--- src/rtl/opdsc_pkg.sv ---
// Purpose: Shared constants and types for the post-divider sync control.
// Assumes: Register indices are word indices; byte address is index * 4.
// Notes: Single clock domain, the divider input clock.
package opdsc_pkg;

	// Register word indices (byte address = index * 4)
	localparam logic [11:0] IDX_PDIV_RST = 12'h433;
	localparam logic [11:0] IDX_PDIV_RATIO = 12'h434;
	localparam logic [11:0] IDX_SYNC_CFG = 12'h435;
	localparam logic [11:0] IDX_SYNC_MASK = 12'h436;
	localparam logic [11:0] IDX_SYNC_STATUS = 12'h437;
	localparam logic [11:0] IDX_SYNC_CMD = 12'h438;

	// Field positions
	localparam int LF_BYP_BIT = 0;
	localparam int PDIV_RST_BIT = 1;
	localparam int AUTO_LSB = 0;
	localparam int SRC_BIT = 2;
	localparam int CHB_MASK_BIT = 1;
	localparam int APLL_MASK_BIT = 2;
	localparam int MAN_SYNC_BIT = 0;

	// Reset values
	localparam logic [3:0] PDIV_CODE_RST = 4'h0;
	localparam logic [7:0] REG_ZERO = 8'h00;
	localparam logic [31:0] RDATA_ZERO = 32'h0000_0000;

	// Timing: sync pulse width at a 40 MHz divider input clock
	localparam int CLK_PERIOD_PS = 25000;
	localparam int SYNC_PULSE_NS = 100;
	localparam int SYNC_PULSE_CYC_I =
		(SYNC_PULSE_NS * 1000 + CLK_PERIOD_PS - 1) / CLK_PERIOD_PS;
	localparam logic [3:0] SYNC_PULSE_CYC =
		4'(SYNC_PULSE_CYC_I < 1 ? 1 : SYNC_PULSE_CYC_I);

	// AHB transfer type
	localparam logic [1:0] HTRANS_NONSEQ = 2'b10;

	typedef enum logic [1:0] {
		AUTO_OFF = 2'b00,
		AUTO_FREQ = 2'b01,
		AUTO_PHASE = 2'b10,
		AUTO_RSVD = 2'b11
	} opdsc_auto_t;

	typedef enum logic [1:0] {
		ST_IDLE = 2'b00,
		ST_WAIT = 2'b01,
		ST_PULSE = 2'b10
	} opdsc_state_t;

	// Software configuration
	typedef struct packed {
		logic pdiv_rst;
		logic lf_bypass;
		logic [3:0] pdiv_code;
		logic src_ref;
		opdsc_auto_t auto_mode;
		logic apll_mask;
		logic chb_mask;
	} opdsc_cfg_t;

	// Loop status arriving from analog and digital loops
	typedef struct packed {
		logic apll_cal_done;
		logic apll_locked;
		logic digital_loop_freq_lock;
		logic digital_loop_phase_lock;
		logic ref_edge;
	} opdsc_lock_t;

	// Ratio code to divide value; zero marks an undefined code
	function automatic logic [3:0] opdsc_pdiv_ratio(input logic [3:0] code);
		logic [3:0] n;
		n = 4'h0;
		unique case (code)
			4'h2, 4'h3, 4'h5, 4'h6, 4'h7,
			4'h8, 4'h9, 4'hA, 4'hB: n = code;
			default: n = 4'h0;
		endcase
		return n;
	endfunction

endpackage

--- src/rtl/opdsc_chan_div.sv ---
// Purpose: Channel divider clocked by post-divider ticks.
// Assumes: Divide value is ratio + 1 post-divider periods, or two periods for ratio zero.
// Notes: Hold acts as a synchronous reset that keeps the output static.
`timescale 1ns/1ps
`default_nettype none
module opdsc_chan_div
	import opdsc_pkg::*;
(
	// Clock and reset
	input wire logic clk_i,
	input wire logic rst_n_i,
	// Control
	input wire logic tick_i,
	input wire logic hold_i,
	input wire logic [9:0] ratio_i,
	// Output
	output logic clk_o
);

	logic [9:0] cnt_reg;
	logic [9:0] cnt_next;
	logic [9:0] half;

	assign half = 10'((11'(ratio_i) + 11'h001) >> 1);
	assign cnt_next = (cnt_reg >= ratio_i) ? 10'h000 : cnt_reg + 10'h001;

	////////////////////////////////////////////////////////////////////////
	// Count ticks; sync hold restarts every unmasked channel aligned
	always_ff @(posedge clk_i or negedge rst_n_i) begin
		if (!rst_n_i) begin
			cnt_reg <= 10'h000;
			clk_o <= 1'b0;
		end else if (hold_i) begin
			cnt_reg <= 10'h000;
			clk_o <= 1'b0;
		end else if (tick_i) begin
			cnt_reg <= cnt_next;
			clk_o <= (ratio_i == 10'h000) ? !clk_o : (cnt_next < half);
		end
	end

endmodule
`default_nettype wire

--- src/rtl/opdsc_post_div.sv ---
// Purpose: Post-divider after the output analog loop VCO.
// Assumes: Ratio is a legal divide value or zero for undefined.
// Notes: Tick marks each divided output period start.
`timescale 1ns/1ps
`default_nettype none
module opdsc_post_div
	import opdsc_pkg::*;
(
	// Clock and reset
	input wire logic clk_i,
	input wire logic rst_n_i,
	// Control
	input wire logic hold_i,
	input wire logic [3:0] ratio_i,
	// Divided output
	output logic tick_o,
	output logic clk_div_o
);

	logic [3:0] cnt_reg;
	logic [3:0] cnt_next;
	logic run;

	// Undefined codes park the divider rather than guess a ratio
	assign run = !hold_i && (ratio_i != 4'h0);
	assign cnt_next = (cnt_reg >= ratio_i - 4'h1) ? 4'h0 : cnt_reg + 4'h1;

	////////////////////////////////////////////////////////////////////////
	// Counter, cleared while held in reset
	always_ff @(posedge clk_i or negedge rst_n_i) begin
		if (!rst_n_i) begin
			cnt_reg <= 4'h0;
		end else if (!run) begin
			cnt_reg <= 4'h0;
		end else begin
			cnt_reg <= cnt_next;
		end
	end

	// Output clock high for the first half period
	always_ff @(posedge clk_i or negedge rst_n_i) begin
		if (!rst_n_i) begin
			clk_div_o <= 1'b0;
			tick_o <= 1'b0;
		end else begin
			clk_div_o <= run && (cnt_next < (ratio_i >> 1));
			tick_o <= run && (cnt_next == 4'h0);
		end
	end

endmodule
`default_nettype wire

--- src/rtl/opdsc_top.sv ---
// Purpose: Post-divider and distribution sync control for channel group.
// Assumes: AHB-Lite slave, single word transfers, clk_i is divider input.
// Notes: Lock and reference inputs are asynchronous and synchronised here.
// Notes on behaviour
// - Reset bit one holds post-divider in reset.
// - Ratio code selects divide two, three or five through eleven.
// - Direct source: sync gated only by calibration, lock.
// - Reference source: sync waits next reference edge.
// - Auto field syncs on frequency or phase lock.
// - Unmasked: sync waits for calibration and lock.
// - Masked: lock state ignored for sync.
// - Channel mask releases divider from static sync.
// - Masked channel ignores every sync event.
// - Channel mask never enables output drivers.
`timescale 1ns/1ps
`default_nettype none
module opdsc_top
	import opdsc_pkg::*;
(
	// Clock and reset
	input wire logic clk_i,
	input wire logic rst_n_i,
	// AHB-Lite slave
	input wire logic hsel_i,
	input wire logic [31:0] haddr_i,
	input wire logic [1:0] htrans_i,
	input wire logic hwrite_i,
	input wire logic [2:0] hsize_i,
	input wire logic [31:0] hwdata_i,
	input wire logic hready_i,
	output logic [31:0] hrdata_o,
	output logic hreadyout_o,
	output logic hresp_o,
	// Loop status, asynchronous
	input wire opdsc_lock_t lock_i,
	// Channel settings and driver request from the output stage
	input wire logic [9:0] chb_ratio_i,
	input wire logic chb_drv_en_i,
	// Outputs
	output logic pdiv_clk_o,
	output logic lf_zero_bypass_o,
	output logic dist_sync_o,
	output logic chb_clk_o,
	output logic chb_drv_en_o
);

	////////////////////////////////////////////////////////////////////////
	// Declarations
	opdsc_cfg_t cfg_reg;
	opdsc_lock_t lock_s1_reg;
	opdsc_lock_t lock_s2_reg;
	logic ref_d_reg;
	logic freq_d_reg;
	logic phase_d_reg;
	opdsc_state_t state_reg;
	opdsc_state_t state_next;
	logic pending_reg;
	logic hold_reg;
	logic [3:0] pulse_cnt_reg;
	logic man_sync;
	logic auto_evt;
	logic armed;
	logic ref_rise;
	logic fire;
	logic pulse_done;
	logic pdiv_tick;
	logic chb_hold;

	logic ap_valid_reg;
	logic ap_write_reg;
	logic [11:0] ap_idx_reg;
	logic rd_wait_reg;
	logic ap_take;
	logic wr_en;
	logic [7:0] rd_mux;

	////////////////////////////////////////////////////////////////////////
	// AHB address phase capture
	assign ap_take = hsel_i && hready_i && (htrans_i == HTRANS_NONSEQ);

	always_ff @(posedge clk_i or negedge rst_n_i) begin
		if (!rst_n_i) begin
			ap_valid_reg <= 1'b0;
			ap_write_reg <= 1'b0;
			ap_idx_reg <= 12'h000;
		end else if (hready_i || !ap_valid_reg) begin
			ap_valid_reg <= ap_take;
			ap_write_reg <= hwrite_i;
			ap_idx_reg <= haddr_i[13:2];
		end
	end

	// Reads take one wait state so read data comes from a register
	always_ff @(posedge clk_i or negedge rst_n_i) begin
		if (!rst_n_i) begin
			rd_wait_reg <= 1'b0;
		end else begin
			rd_wait_reg <= ap_valid_reg && !ap_write_reg && !rd_wait_reg;
		end
	end

	assign hreadyout_o = !(ap_valid_reg && !ap_write_reg && !rd_wait_reg);
	assign hresp_o = 1'b0;
	assign wr_en = ap_valid_reg && ap_write_reg;

	// Read mux; reserved bits and unmapped words read zero
	always_comb begin
		rd_mux = REG_ZERO;
		unique case (ap_idx_reg)
			IDX_PDIV_RST: begin
				rd_mux[PDIV_RST_BIT] = cfg_reg.pdiv_rst;
				rd_mux[LF_BYP_BIT] = cfg_reg.lf_bypass;
			end
			IDX_PDIV_RATIO: rd_mux[3:0] = cfg_reg.pdiv_code;
			IDX_SYNC_CFG: begin
				rd_mux[SRC_BIT] = cfg_reg.src_ref;
				rd_mux[AUTO_LSB +: 2] = cfg_reg.auto_mode;
			end
			IDX_SYNC_MASK: begin
				rd_mux[APLL_MASK_BIT] = cfg_reg.apll_mask;
				rd_mux[CHB_MASK_BIT] = cfg_reg.chb_mask;
			end
			IDX_SYNC_STATUS: rd_mux = {3'b000, armed, pending_reg,
				hold_reg, state_reg};
			default: rd_mux = REG_ZERO;
		endcase
	end

	// Read data register, loaded in the wait state
	always_ff @(posedge clk_i or negedge rst_n_i) begin
		if (!rst_n_i) begin
			hrdata_o <= RDATA_ZERO;
		end else if (ap_valid_reg && !ap_write_reg && !rd_wait_reg) begin
			hrdata_o <= {24'h00_0000, rd_mux};
		end
	end

	////////////////////////////////////////////////////////////////////////
	// Configuration registers, written in the data phase
	always_ff @(posedge clk_i or negedge rst_n_i) begin
		if (!rst_n_i) begin
			cfg_reg.pdiv_rst <= 1'b0;
			cfg_reg.lf_bypass <= 1'b0;
			cfg_reg.pdiv_code <= PDIV_CODE_RST;
			cfg_reg.src_ref <= 1'b0;
			cfg_reg.auto_mode <= AUTO_OFF;
			cfg_reg.apll_mask <= 1'b0;
			cfg_reg.chb_mask <= 1'b0;
		end else if (wr_en) begin
			unique case (ap_idx_reg)
				IDX_PDIV_RST: begin
					cfg_reg.pdiv_rst <= hwdata_i[PDIV_RST_BIT];
					cfg_reg.lf_bypass <= hwdata_i[LF_BYP_BIT];
				end
				IDX_PDIV_RATIO: cfg_reg.pdiv_code <= hwdata_i[3:0];
				IDX_SYNC_CFG: begin
					cfg_reg.src_ref <= hwdata_i[SRC_BIT];
					cfg_reg.auto_mode <=
						opdsc_auto_t'(hwdata_i[AUTO_LSB +: 2]);
				end
				IDX_SYNC_MASK: begin
					cfg_reg.apll_mask <= hwdata_i[APLL_MASK_BIT];
					cfg_reg.chb_mask <= hwdata_i[CHB_MASK_BIT];
				end
				default: begin
				end
			endcase
		end
	end

	// Write of one to the command word requests a sync
	assign man_sync = wr_en && (ap_idx_reg == IDX_SYNC_CMD) &&
		hwdata_i[MAN_SYNC_BIT];

	////////////////////////////////////////////////////////////////////////
	// Two-flop synchronisers for every asynchronous status input
	always_ff @(posedge clk_i or negedge rst_n_i) begin
		if (!rst_n_i) begin
			lock_s1_reg <= '0;
			lock_s2_reg <= '0;
		end else begin
			lock_s1_reg <= lock_i;
			lock_s2_reg <= lock_s1_reg;
		end
	end

	// Delayed copies for edge detection, taken after the second flop
	always_ff @(posedge clk_i or negedge rst_n_i) begin
		if (!rst_n_i) begin
			ref_d_reg <= 1'b0;
			freq_d_reg <= 1'b0;
			phase_d_reg <= 1'b0;
		end else begin
			ref_d_reg <= lock_s2_reg.ref_edge;
			freq_d_reg <= lock_s2_reg.digital_loop_freq_lock;
			phase_d_reg <= lock_s2_reg.digital_loop_phase_lock;
		end
	end

	assign ref_rise = lock_s2_reg.ref_edge && !ref_d_reg;

	// Auto sync on the selected digital loop lock rising; 11 does nothing
	always_comb begin
		unique case (cfg_reg.auto_mode)
			AUTO_FREQ: auto_evt = lock_s2_reg.digital_loop_freq_lock &&
				!freq_d_reg;
			AUTO_PHASE: auto_evt = lock_s2_reg.digital_loop_phase_lock &&
				!phase_d_reg;
			AUTO_OFF, AUTO_RSVD: auto_evt = 1'b0;
		endcase
	end

	// Armed once calibrated and locked, or always when lock is masked
	assign armed = cfg_reg.apll_mask ||
		(lock_s2_reg.apll_cal_done && lock_s2_reg.apll_locked);

	////////////////////////////////////////////////////////////////////////
	// Sync sequencer
	assign fire = armed && (!cfg_reg.src_ref || ref_rise);
	assign pulse_done = (pulse_cnt_reg == SYNC_PULSE_CYC - 4'h1);

	always_comb begin
		state_next = state_reg;
		unique case (state_reg)
			ST_IDLE: begin
				if (pending_reg) begin
					state_next = ST_WAIT;
				end
			end
			ST_WAIT: begin
				if (fire) begin
					state_next = ST_PULSE;
				end
			end
			ST_PULSE: begin
				if (pulse_done) begin
					state_next = ST_IDLE;
				end
			end
			default: state_next = ST_IDLE;
		endcase
	end

	always_ff @(posedge clk_i or negedge rst_n_i) begin
		if (!rst_n_i) begin
			state_reg <= ST_WAIT;
		end else begin
			state_reg <= state_next;
		end
	end

	// Pending request; a new request beats the clear in the same cycle
	always_ff @(posedge clk_i or negedge rst_n_i) begin
		if (!rst_n_i) begin
			pending_reg <= 1'b0;
		end else if (man_sync || auto_evt) begin
			pending_reg <= 1'b1;
		end else if (state_reg == ST_IDLE) begin
			pending_reg <= 1'b0;
		end
	end

	// Pulse width counter
	always_ff @(posedge clk_i or negedge rst_n_i) begin
		if (!rst_n_i) begin
			pulse_cnt_reg <= 4'h0;
		end else if (state_reg == ST_PULSE) begin
			pulse_cnt_reg <= pulse_cnt_reg + 4'h1;
		end else begin
			pulse_cnt_reg <= 4'h0;
		end
	end

	// Distribution held static from reset until the first sync ends
	always_ff @(posedge clk_i or negedge rst_n_i) begin
		if (!rst_n_i) begin
			hold_reg <= 1'b1;
		end else if (state_reg == ST_WAIT && fire) begin
			hold_reg <= 1'b1;
		end else if (state_reg == ST_PULSE && pulse_done) begin
			hold_reg <= 1'b0;
		end
	end

	assign dist_sync_o = hold_reg;

	////////////////////////////////////////////////////////////////////////
	// Dividers; mask bit acts at once, bypassing the sequencer
	assign chb_hold = hold_reg && !cfg_reg.chb_mask;

	opdsc_post_div u_post_div (
		.clk_i(clk_i),
		.rst_n_i(rst_n_i),
		.hold_i(cfg_reg.pdiv_rst),
		.ratio_i(opdsc_pdiv_ratio(cfg_reg.pdiv_code)),
		.tick_o(pdiv_tick),
		.clk_div_o(pdiv_clk_o)
	);

	opdsc_chan_div u_chb_div (
		.clk_i(clk_i),
		.rst_n_i(rst_n_i),
		.tick_i(pdiv_tick),
		.hold_i(chb_hold),
		.ratio_i(chb_ratio_i),
		.clk_o(chb_clk_o)
	);

	// Driver enable follows the output stage alone, never the mask
	always_ff @(posedge clk_i or negedge rst_n_i) begin
		if (!rst_n_i) begin
			chb_drv_en_o <= 1'b0;
			lf_zero_bypass_o <= 1'b0;
		end else begin
			chb_drv_en_o <= chb_drv_en_i;
			lf_zero_bypass_o <= cfg_reg.lf_bypass;
		end
	end

endmodule
`default_nettype wire

--- config.mk ---
export PLATFORM = sky130hd
export DESIGN_NAME = opdsc_top
export DESIGN_NICKNAME = d
export VERILOG_FILES = /design/src/rtl/opdsc_pkg.sv /design/src/rtl/opdsc_chan_div.sv /design/src/rtl/opdsc_post_div.sv /design/src/rtl/opdsc_top.sv
export SDC_FILE = /design/constraint.sdc
export NUM_CORES = 1
export LEC_CHECK = 0
export BUFFER_PORTS_ARGS = -buffer_cell sky130_fd_sc_hd__buf_2
export CAP_MARGIN = 20
export CORE_ASPECT_RATIO = 0.8
export CORE_UTILIZATION = 47
export CTS_BUF_LIST = sky130_fd_sc_hd__clkbuf_16
export DETAILED_ROUTE_END_ITERATION = 7
export GPL_TIMING_DRIVEN = 0
export PLACE_DENSITY = 0.77
export SYNTH_ARGS = -nofsm -noshare
export SYNTH_HDL_FRONTEND = slang
export SYNTH_SLANG_ARGS = --single-unit
export TNS_END_PERCENT = 5
--- constraint.sdc ---
create_clock -name clk_i -period 3.05 [get_ports clk_i]
set_input_delay 0.61 -clock clk_i [delete_from_list [all_inputs] [get_ports clk_i]]
set_output_delay 0.61 -clock clk_i [all_outputs]
set_load 0.01 [all_outputs]
---- Word level (Yosys, flattened, before mapping) ----
Cells that the tools add are included.
cells by class
  $add $sub $neg .......................... 5
  magnitude comparators ................... 4
  equal/unequal tests ..................... 25
  muxes and demuxes ....................... 24
  reduce and logical (&&, ||, !) cells .... 48
operator list
  cell                   count
  $eq 12x11->1 const B   6
  $mux 10                3
  $logic_and 1x1->1      18
  $eq 4x4->1 const B     4
  $mux 4                 4
  $eq 4x2->1 const B     3
  $eq 4x3->1 const B     3
  $add 10x1->11 const B  1
  $logic_not 1->1        11
  $add 10x1->10 const B  1
  $ge 10x10->1           1
  $logic_not 10->1       1
  $lt 10x10->1           1
  $reduce_or 9->1        1
  $add 4x1->4 const B    2
  $eq 2x2->1 const B     4
  $mux 1                 8
  $pmux 1 s4             2
  $reduce_and 2->1       4
  $mux 2                 3
  $ne 2x2->1 const B     3
  $pmux 2 s3             1
  $reduce_bool 2->1      3
  $pmux 1 s5             1
  12 further kinds       17
storage, ports and cells
  register bits ........................... 74
  input port bits ......................... 90
  output and inout bits ................... 39

---- Logic depth before layout (Yosys ltp) ----
Gate-level depths: netlist of run 1.
  word-level depth ........................ 8
  mapped depth ............................ 15
  mapped depth without buffers ............ 13

---- Modules after synthesis ----
Synthesis of run 1 repeated with hierarchy kept, for this count alone.
second synthesis, totals
  cell total of the unflattened synthesis .. 429
  area total of the unflattened synthesis .. 4360.4 sq um
modules (own cells, without submodules)
  module          instances  cells each  area an instance (sq um)
  opdsc_top       1          195         2396.0
  opdsc_chan_div  1          180         1447.6
  opdsc_post_div  1          54          516.7

---- Least setup slack after synthesis of run 1 ----
Ideal clock, no wire load.
  path kind ............................... input -> register
  start ................................... input port chb_ratio_i[4]
  end ..................................... register u_chb_div.clk_o
  data arrival time ....................... 3.207 ns
  required time ........................... 2.968 ns
  path slack .............................. -0.240 ns
  cell stages on the path ................. 15
  cells stage by stage .................... inv_1 -> ha_1 -> a21oi_1 -> a211oi_1 -> a2111o_1 -> or2_2 -> clkbuf_1 -> clkbuf_1 -> nor2_1 -> ha_1 -> a21oi_1 -> nand2_1 -> a221oi_1 -> o2111ai_1 -> o22ai_1
on the way
  word-level cells in the longest chain between the ends .. 6
RTL lines
  what                  RTL line              source
  from (decl)           opdsc_top.sv:37       input wire logic [9:0] chb_ratio_i,
  $ge 10x10->1          opdsc_chan_div.sv:25  assign cnt_next = (cnt_reg >= ratio_i) ? 10'h000 : cnt_reg + 10'h001;
  $mux 10               opdsc_chan_div.sv:25
  $lt 10x10->1          opdsc_chan_div.sv:38  clk_o <= (ratio_i == 10'h000) ? !clk_o : (cnt_next < half);
  $mux 1 (*)            opdsc_chan_div.sv:38
  $mux 1 (*)            opdsc_chan_div.sv:36  end else if (tick_i) begin
  $mux 1 (*)            opdsc_chan_div.sv:33  end else if (hold_i) begin
  to (signal assigned)  opdsc_chan_div.sv:38
  to (decl)             opdsc_chan_div.sv:17  output logic clk_o
Every way passes the cells marked *; elsewhere a longest branch is shown, timed or not. The select of a mux whose other input is x is not followed.
A chain may end at the register's enable or synchronous reset.

---- Final worst setup path of run 1 ----
  start ................................... register cfg_reg[7] (netlist name)
  end ..................................... register u_post_div.clk_div_o
on the way
  word-level cells in the longest chain between the ends .. 8
RTL lines
  what                                RTL line              source
  from (decl)                         opdsc_top.sv:49       opdsc_cfg_t cfg_reg;
  $eq 4x2->1 (tied with other cells)  opdsc_pkg.sv:76       unique case (code)
  $reduce_or 9->1                     opdsc_pkg.sv:76
  $mux 4 (*)                          opdsc_pkg.sv:76
  $sub 4x1->4                         opdsc_post_div.sv:26  assign cnt_next = (cnt_reg >= ratio_i - 4'h1) ? 4'h0 : cnt_reg + 4'h1;
  $ge 4x4->1                          opdsc_post_div.sv:26
  $mux 4                              opdsc_post_div.sv:26
  $lt 4x3->1                          opdsc_post_div.sv:46  clk_div_o <= run && (cnt_next < (ratio_i >> 1));
  $logic_and 1x1->1 (*)               opdsc_post_div.sv:46
  to (signal assigned)                opdsc_post_div.sv:46
  to (decl)                           opdsc_post_div.sv:17  output logic clk_div_o
Every way passes the cells marked *; elsewhere a longest branch is shown, timed or not.

==> flow_metrics.tcl, run 1 <==
set metrics [dict create \
    power_density_nw_per_um2 443.5 \
    peakVddDrop_mv 0.3469 \
    nets 620 \
    drv_cap 0 \
    cp-end-kind "flop" \
    ys_top_cells_by_area "dfrtp_1 (41%), ha_1 (9.3%), mux2_2 (6.8%)" \
    relSlewSlack_pct 40.59 \
    critPathMaxFanout 4 \
    setup_ws_ns -0.03015 \
    hold_depth 0 \
    cp.required_ns 3.28 \
    path_buf_inv 1 \
    synth_ff_type "dfrtp_1" \
    fp.dieW_um 107.2 \
    path_class "reg -> reg" \
    io_pins 129 \
    min_path_type "reg -> reg" \
    drv_slew 0 \
    reg2regPathDepth 14 \
    final_cells 615 \
    grt-ovfl-total 0 \
    fin_skew_ns 0.008450 \
    clk_latency_ns 0.34 \
    core_area_um2 8521 \
    crit_path_start_kind "flop" \
    grt_max_degree 72 \
    finalSetupTns_ns -0.04104 \
    gp_congestion 0.8542 \
    clkTransAtPathRegs_ns 0.06 \
    die_area_um2 9237 \
    avgRoutedWirePerCell_um 14.80 \
    rsz0062_at_grt "true" \
    clock_sinks 71 \
    synth-seq-cells 71 \
    ys_top_cells_by_count "dfrtp_1 (69), ha_1 (31), buf_4 (28), mux2_2 (25), nand3_1 (24)" \
    worstPathCellList "or3_4, nand3_4, buf_6, ha_4, nand2b_4, a21o_1, a21o_1, a21oi_4, nor2b_4, ha_4, nand2_2, o21ai_1, mux2_4, a2111oi_4" \
    hold_ws_ns 0.3444 \
    synth_async_sr_flop_share_pct 100.0 \
    dpl_worst_slack_ns -0.4257 \
    critPathTopFamily "compound AO/OA/AOI/OAI gates" \
    tightest_slew_ns 0.8912 \
    synth_edf_count 0 \
    detailedRoute.firstPassIterationCount 4 \
    std_cell_rows 30 \
    vias 3319 \
    slowest_stage "dfrtp_2" \
    slowest_delay_ns 0.41 \
    post-route-min-period_ns 3.080 \
    leakagePower_nw 2.474 \
    yosysTopAreaCell "dfrtp_1" \
    wl_um 9104 \
    cp.depth 14 \
    fillers 694 \
    synth_most_common_cell "dfrtp_1" \
    fmax_ghz 0.3247 \
    syn_to_final_growth_pct 26.13 \
    first_global_vias 3156 \
    syn_area_um2 4161 \
    grt.total_usage_pct 20.90 \
    status "complete, but fails checks" \
    grt_pass1_wl_um 14930 \
    multiInputGateArea_um2 2347 \
    postRouteAntennaNets 0 \
    largest_register_ffs 12 \
    avgViaCountPerCell 5.397 \
    placed_cells 589 \
    start_util_pct 48.84 \
    cts_max_path_buffers 2 \
    syn_avg_cell_area_um2 10.38 \
    n_antenna_cell 0 \
    die_h_um 86.16 \
    numCtsBuffers 9 \
    violations "setup timing" \
    power_mw 2.328 \
    yosysUniqueCellTypes 54 \
    antenna_found_initial 0 \
    syn_inst 401 \
    cp_data_arrival_time_ns 3.31 \
    regArea_um2 1785 \
    post-dp-hpwl_um 6575 \
    setup_viol 2 \
    numPortBuffers 49 \
    cts_tree "built" \
    cts_root_buf "clkbuf_16" \
    yosysSeqAreaShare_pct 42.75 \
    drc 0 \
    synth_top_area_share_pct 41.49 \
    yosysWarnings 0 \
    drive_gt1_share_pct 33.40 \
    detail_route.iter0.violations 232 \
    final_hold_viol_count 0 \
    cts-htree-levels 3 \
    min_period_over_period_pct 101.0 \
]
[worst reg2reg max path: stages, from the launching register on]
cell and delay [ns]:
dfrtp_2 0.41, or3_4 0.40, nand3_4 0.11, buf_6 0.10
ha_4 0.18, nand2b_4 0.12, a21o_1 0.17, a21o_1 0.20
a21oi_4 0.17, nor2b_4 0.18, ha_4 0.21, nand2_2 0.05
o21ai_1 0.05, mux2_4 0.28, a2111oi_4 0.33
[power by group]
group          leakage, nW  internal, mW  switching [mW]
clock network        0.135         0.633           0.403
registers            0.896          1.00          0.0490
logic                 1.44         0.110           0.132
[through the flow]
stage,instance area [um^2],util [%]
floorplan,4339,-
global placement,4725,55.45
detailed placement,4727,55.48
CTS,5124,60.13
global route,5249,61.60
finish,5249,61.60
[path summary, 6_finish.rpt]
path	start	to	slack, ns
worst max-delay path	cfg_reg[7]	u_post_div.clk_div_o	-0.03
worst min-delay path	lock_s1_reg[2]	lock_s2_reg[2]	0.34
worst max register to register	cfg_reg[7]	u_post_div.clk_div_o	-0.03
worst min register to register	lock_s1_reg[2]	lock_s2_reg[2]	0.34
max in group asynchronous	rst_n_i	u_chb_div.cnt_reg[4]	2.00
min in group asynchronous	rst_n_i	ap_idx_reg[10]	0.38
[per-layer routing]
layer / vias up / routed length, um / global-route usage [%]
met5: - / 0 / 0
met4: 0 / 114 / 7.347
met3: 13 / 525 / 4.559
met2: 123 / 4255 / 33.26
met1: 1602 / 4208 / 28.28
li1: 1581 / - / -
[placed cells by master, fill, tap and decap left out, drive strengths merged, types with 3 or more instances in the layout]
master	instances
a21oi	14
nor2b	4
mux2i	6
a211oi	10
nor2	21
mux2	25
nand4	4
nand3	24
ha	31
clkbuf	16
o21ai	15
inv	24
or3	3
nor3	8
clkinvlp	3
conb	28
a21o	3
xnor2	17
nand4b	3
xor2	5
and3	7
nand2b	7
nor4	3
nand2	23
buf	90
nor3b	5
dfrtp	69
[repair_timing]
action / 4_1_cts / 5_1_grt
endpoints found under the setup margin: 2 / 2
cloned: 0 / 0
hold buffers: 0 / 0
pin swaps: 7 / 7
setup buffers: 8 / 3
resized for setup: 11 / 16
[cell type report]
class	count	area share [%]
multi-input cells	298	44.72
flip-flops and latches	71	34.02
inverters	22	1.573
clock buffers	9	4.291
well taps	112	2.670
clock inverters	6	1.335
repair buffers	60	6.365
plain buffers	37	5.030
[cells by family (layout without fill, tap and decap cells)]
kind of cell	count (synthesis)	count (layout)	share of synthesized area (%)
adders and majority gates	31	31	9.320
buffers and inverters	59	134	7.847
xor gates and xnor gates	22	22	4.630
muxes	33	33	9.290
and+or+nand+nor	123	123	16.45
other	1	28	0.09011
AOI/OAI and AO/OA	61	61	9.622
DFF	71	71	42.75
(Power assumes the default switching activity.)
==> inputs of run 2 (changes only) <==
--- a/config.mk
+++ b/config.mk
@@ -13,6 +13,7 @@
 export DETAILED_ROUTE_END_ITERATION = 7
 export GPL_TIMING_DRIVEN = 0
 export PLACE_DENSITY = 0.77
+export RECOVER_POWER = 50
 export SYNTH_ARGS = -nofsm -noshare
 export SYNTH_HDL_FRONTEND = slang
 export SYNTH_SLANG_ARGS = --single-unit
==> run 2 against run 1 <==
Effect of this change: the run ends with capacitance limit, slew limit, setup timing left; worst setup slack gained 0.0013 ns; first-iteration DRC count down 1.7%; worst hold slack better by 0.0024 ns; highest routed layer unchanged; largest cell class unchanged; critical path depth is the same.
==> flow_metrics.tcl, run 2 (synthesis gave the netlist of run 1 again) <==
set metrics [dict create \
    status "complete, but fails checks" \
    violations "capacitance limit, slew limit, setup timing" \
    clock_sinks 71 \
    vias 3300 \
    leakagePower_nw 2.473 \
    cts_tree "built" \
    clk_latency_ns 0.33 \
    critPathMaxFanout 4 \
    n_antenna_cell 0 \
    hold_depth 0 \
    cts-htree-levels 3 \
    rsz0062_at_grt "true" \
    nets 620 \
    tightest_slew_ns 1.721 \
    post-dp-hpwl_um 6575 \
    fin_skew_ns 0.008176 \
    setup_viol 2 \
    final_cell_mix "dfrtp_1 (64), buf_2 (48), buf_4 (38), conb_1 (28), mux2_2 (24)" \
    antenna_found_initial 0 \
    grt.total_usage_pct 20.90 \
    placed_cells 589 \
    gp_congestion 0.8542 \
    avgRoutedWirePerCell_um 14.70 \
    cts_hold_buf 0 \
    avgViaCountPerCell 5.366 \
    die_area_um2 9237 \
    detailedRoute.firstPassIterationCount 5 \
    start_util_pct 48.84 \
    core_area_um2 8521 \
    cp_data_arrival_time_ns 3.30 \
    std_cell_rows 30 \
    final_hold_viol_count 0 \
    drive_gt1_share_pct 33.20 \
    die_h_um 86.16 \
    drv_slew 72 \
    io_pins 129 \
    final_design_area_no_fill_um2 5246 \
    fillers 694 \
    wl_um 9041 \
    peakVddDrop_mv 0.3464 \
    numCtsBuffers 9 \
    grt_pass1_wl_um 14930 \
    grt-ovfl-total 0 \
    post-route-min-period_ns 3.079 \
    drv_cap 1 \
    reg2regPathDepth 14 \
    hp-start "lock_s1_reg[1]" \
    largest_register_ffs 12 \
    placed_area_um2 4727 \
    cts_root_buf "clkbuf_16" \
    path_class "reg -> reg" \
    fp.dieW_um 107.2 \
    relSlewSlack_pct -14.74 \
    min_path_type "reg -> reg" \
    r2r-start "cfg_reg[7]" \
    dpl_worst_slack_ns -0.4257 \
    postRouteAntennaNets 0 \
    setup_ws_ns -0.02884 \
    first_global_vias 3156 \
    cp-startpoint "cfg_reg[7]" \
    grt_max_degree 72 \
    cp-end-kind "flop" \
    drc 0 \
    post-route-util_pct 61.57 \
    clkTransAtPathRegs_ns 0.06 \
    fmax_ghz 0.3248 \
    final_cells 615 \
    cp.required_ns 3.27 \
    crit_path_start_kind "flop" \
    numPortBuffers 49 \
    power_density_nw_per_um2 441.8 \
    detail_route.iter0.violations 228 \
    final_common_cell "dfrtp_1" \
    syn_to_final_growth_pct 26.07 \
    min_period_over_period_pct 100.9 \
    cts_max_path_buffers 2 \
]
-- run 2: report_power, final --
part,switching (mW),internal [mW],total (mW)
registers,0.0490,0.998,1.05
clock network,0.396,0.633,1.03
logic,0.132,0.110,0.241
-- run 2: worst paths after layout --
path	endpoint	slack, ns
worst max-delay path	u_post_div.clk_div_o	-0.03
worst min-delay path	lock_s2_reg[1]	0.35
worst max register to register	u_post_div.clk_div_o	-0.03
worst min register to register	lock_s2_reg[1]	0.35
max in group asynchronous	u_chb_div.cnt_reg[4]	1.16
min in group asynchronous	ap_idx_reg[9]	0.71
-- run 2: cell type report --
cell class	instances	area, um^2	share of cell area, %
Clock buffer	9	225.2	4.293
Multi-Input combinational cell	298	2347	44.74
Sequential cell	71	1785	34.03
Buffer	37	264.0	5.032
Clock inverter	6	70.07	1.336
Inverter	22	82.58	1.574
Tap cell	112	140.1	2.671
Timing Repair Buffer	60	331.6	6.320
-- run 2: repair_timing --
action,in CTS,in global routing
buffers inserted,8,3
setup endpoints to repair,2,2
pin swaps,7,7
gates resized for setup,11,16
-- run 2: layer usage --
metal	global-route usage, %	routed length [um]	up-vias
li1	-	-	1581
met1	28.28	4160	1584
met2	33.26	4254	122
met3	4.559	518	13
met4	7.347	108	0
met5	0	0	-
-- run 2: stage by stage --
step                power, mW   TNS (ns)  hold WS (ns)
global placement        1.287    -0.5498        0.3339
finish                  2.318   -0.03776        0.3468
floorplan               1.203   -0.01102        0.3144
CTS                     2.343  -0.009541        0.3469
global route            2.419    -0.2999        0.3501
detailed placement      1.305    -0.6737        0.3355
-- run 2: critical path: stages (launching register included) --
cell and delay [ns]:
dfrtp_2 0.41, or3_4 0.40, nand3_4 0.11, buf_6 0.10, ha_4 0.18, nand2b_4 0.12
a21o_1 0.17, a21o_1 0.20, a21oi_4 0.17, nor2b_4 0.18, ha_4 0.21, nand2_2 0.05
o21ai_1 0.05, mux2_4 0.28, a2111oi_4 0.33
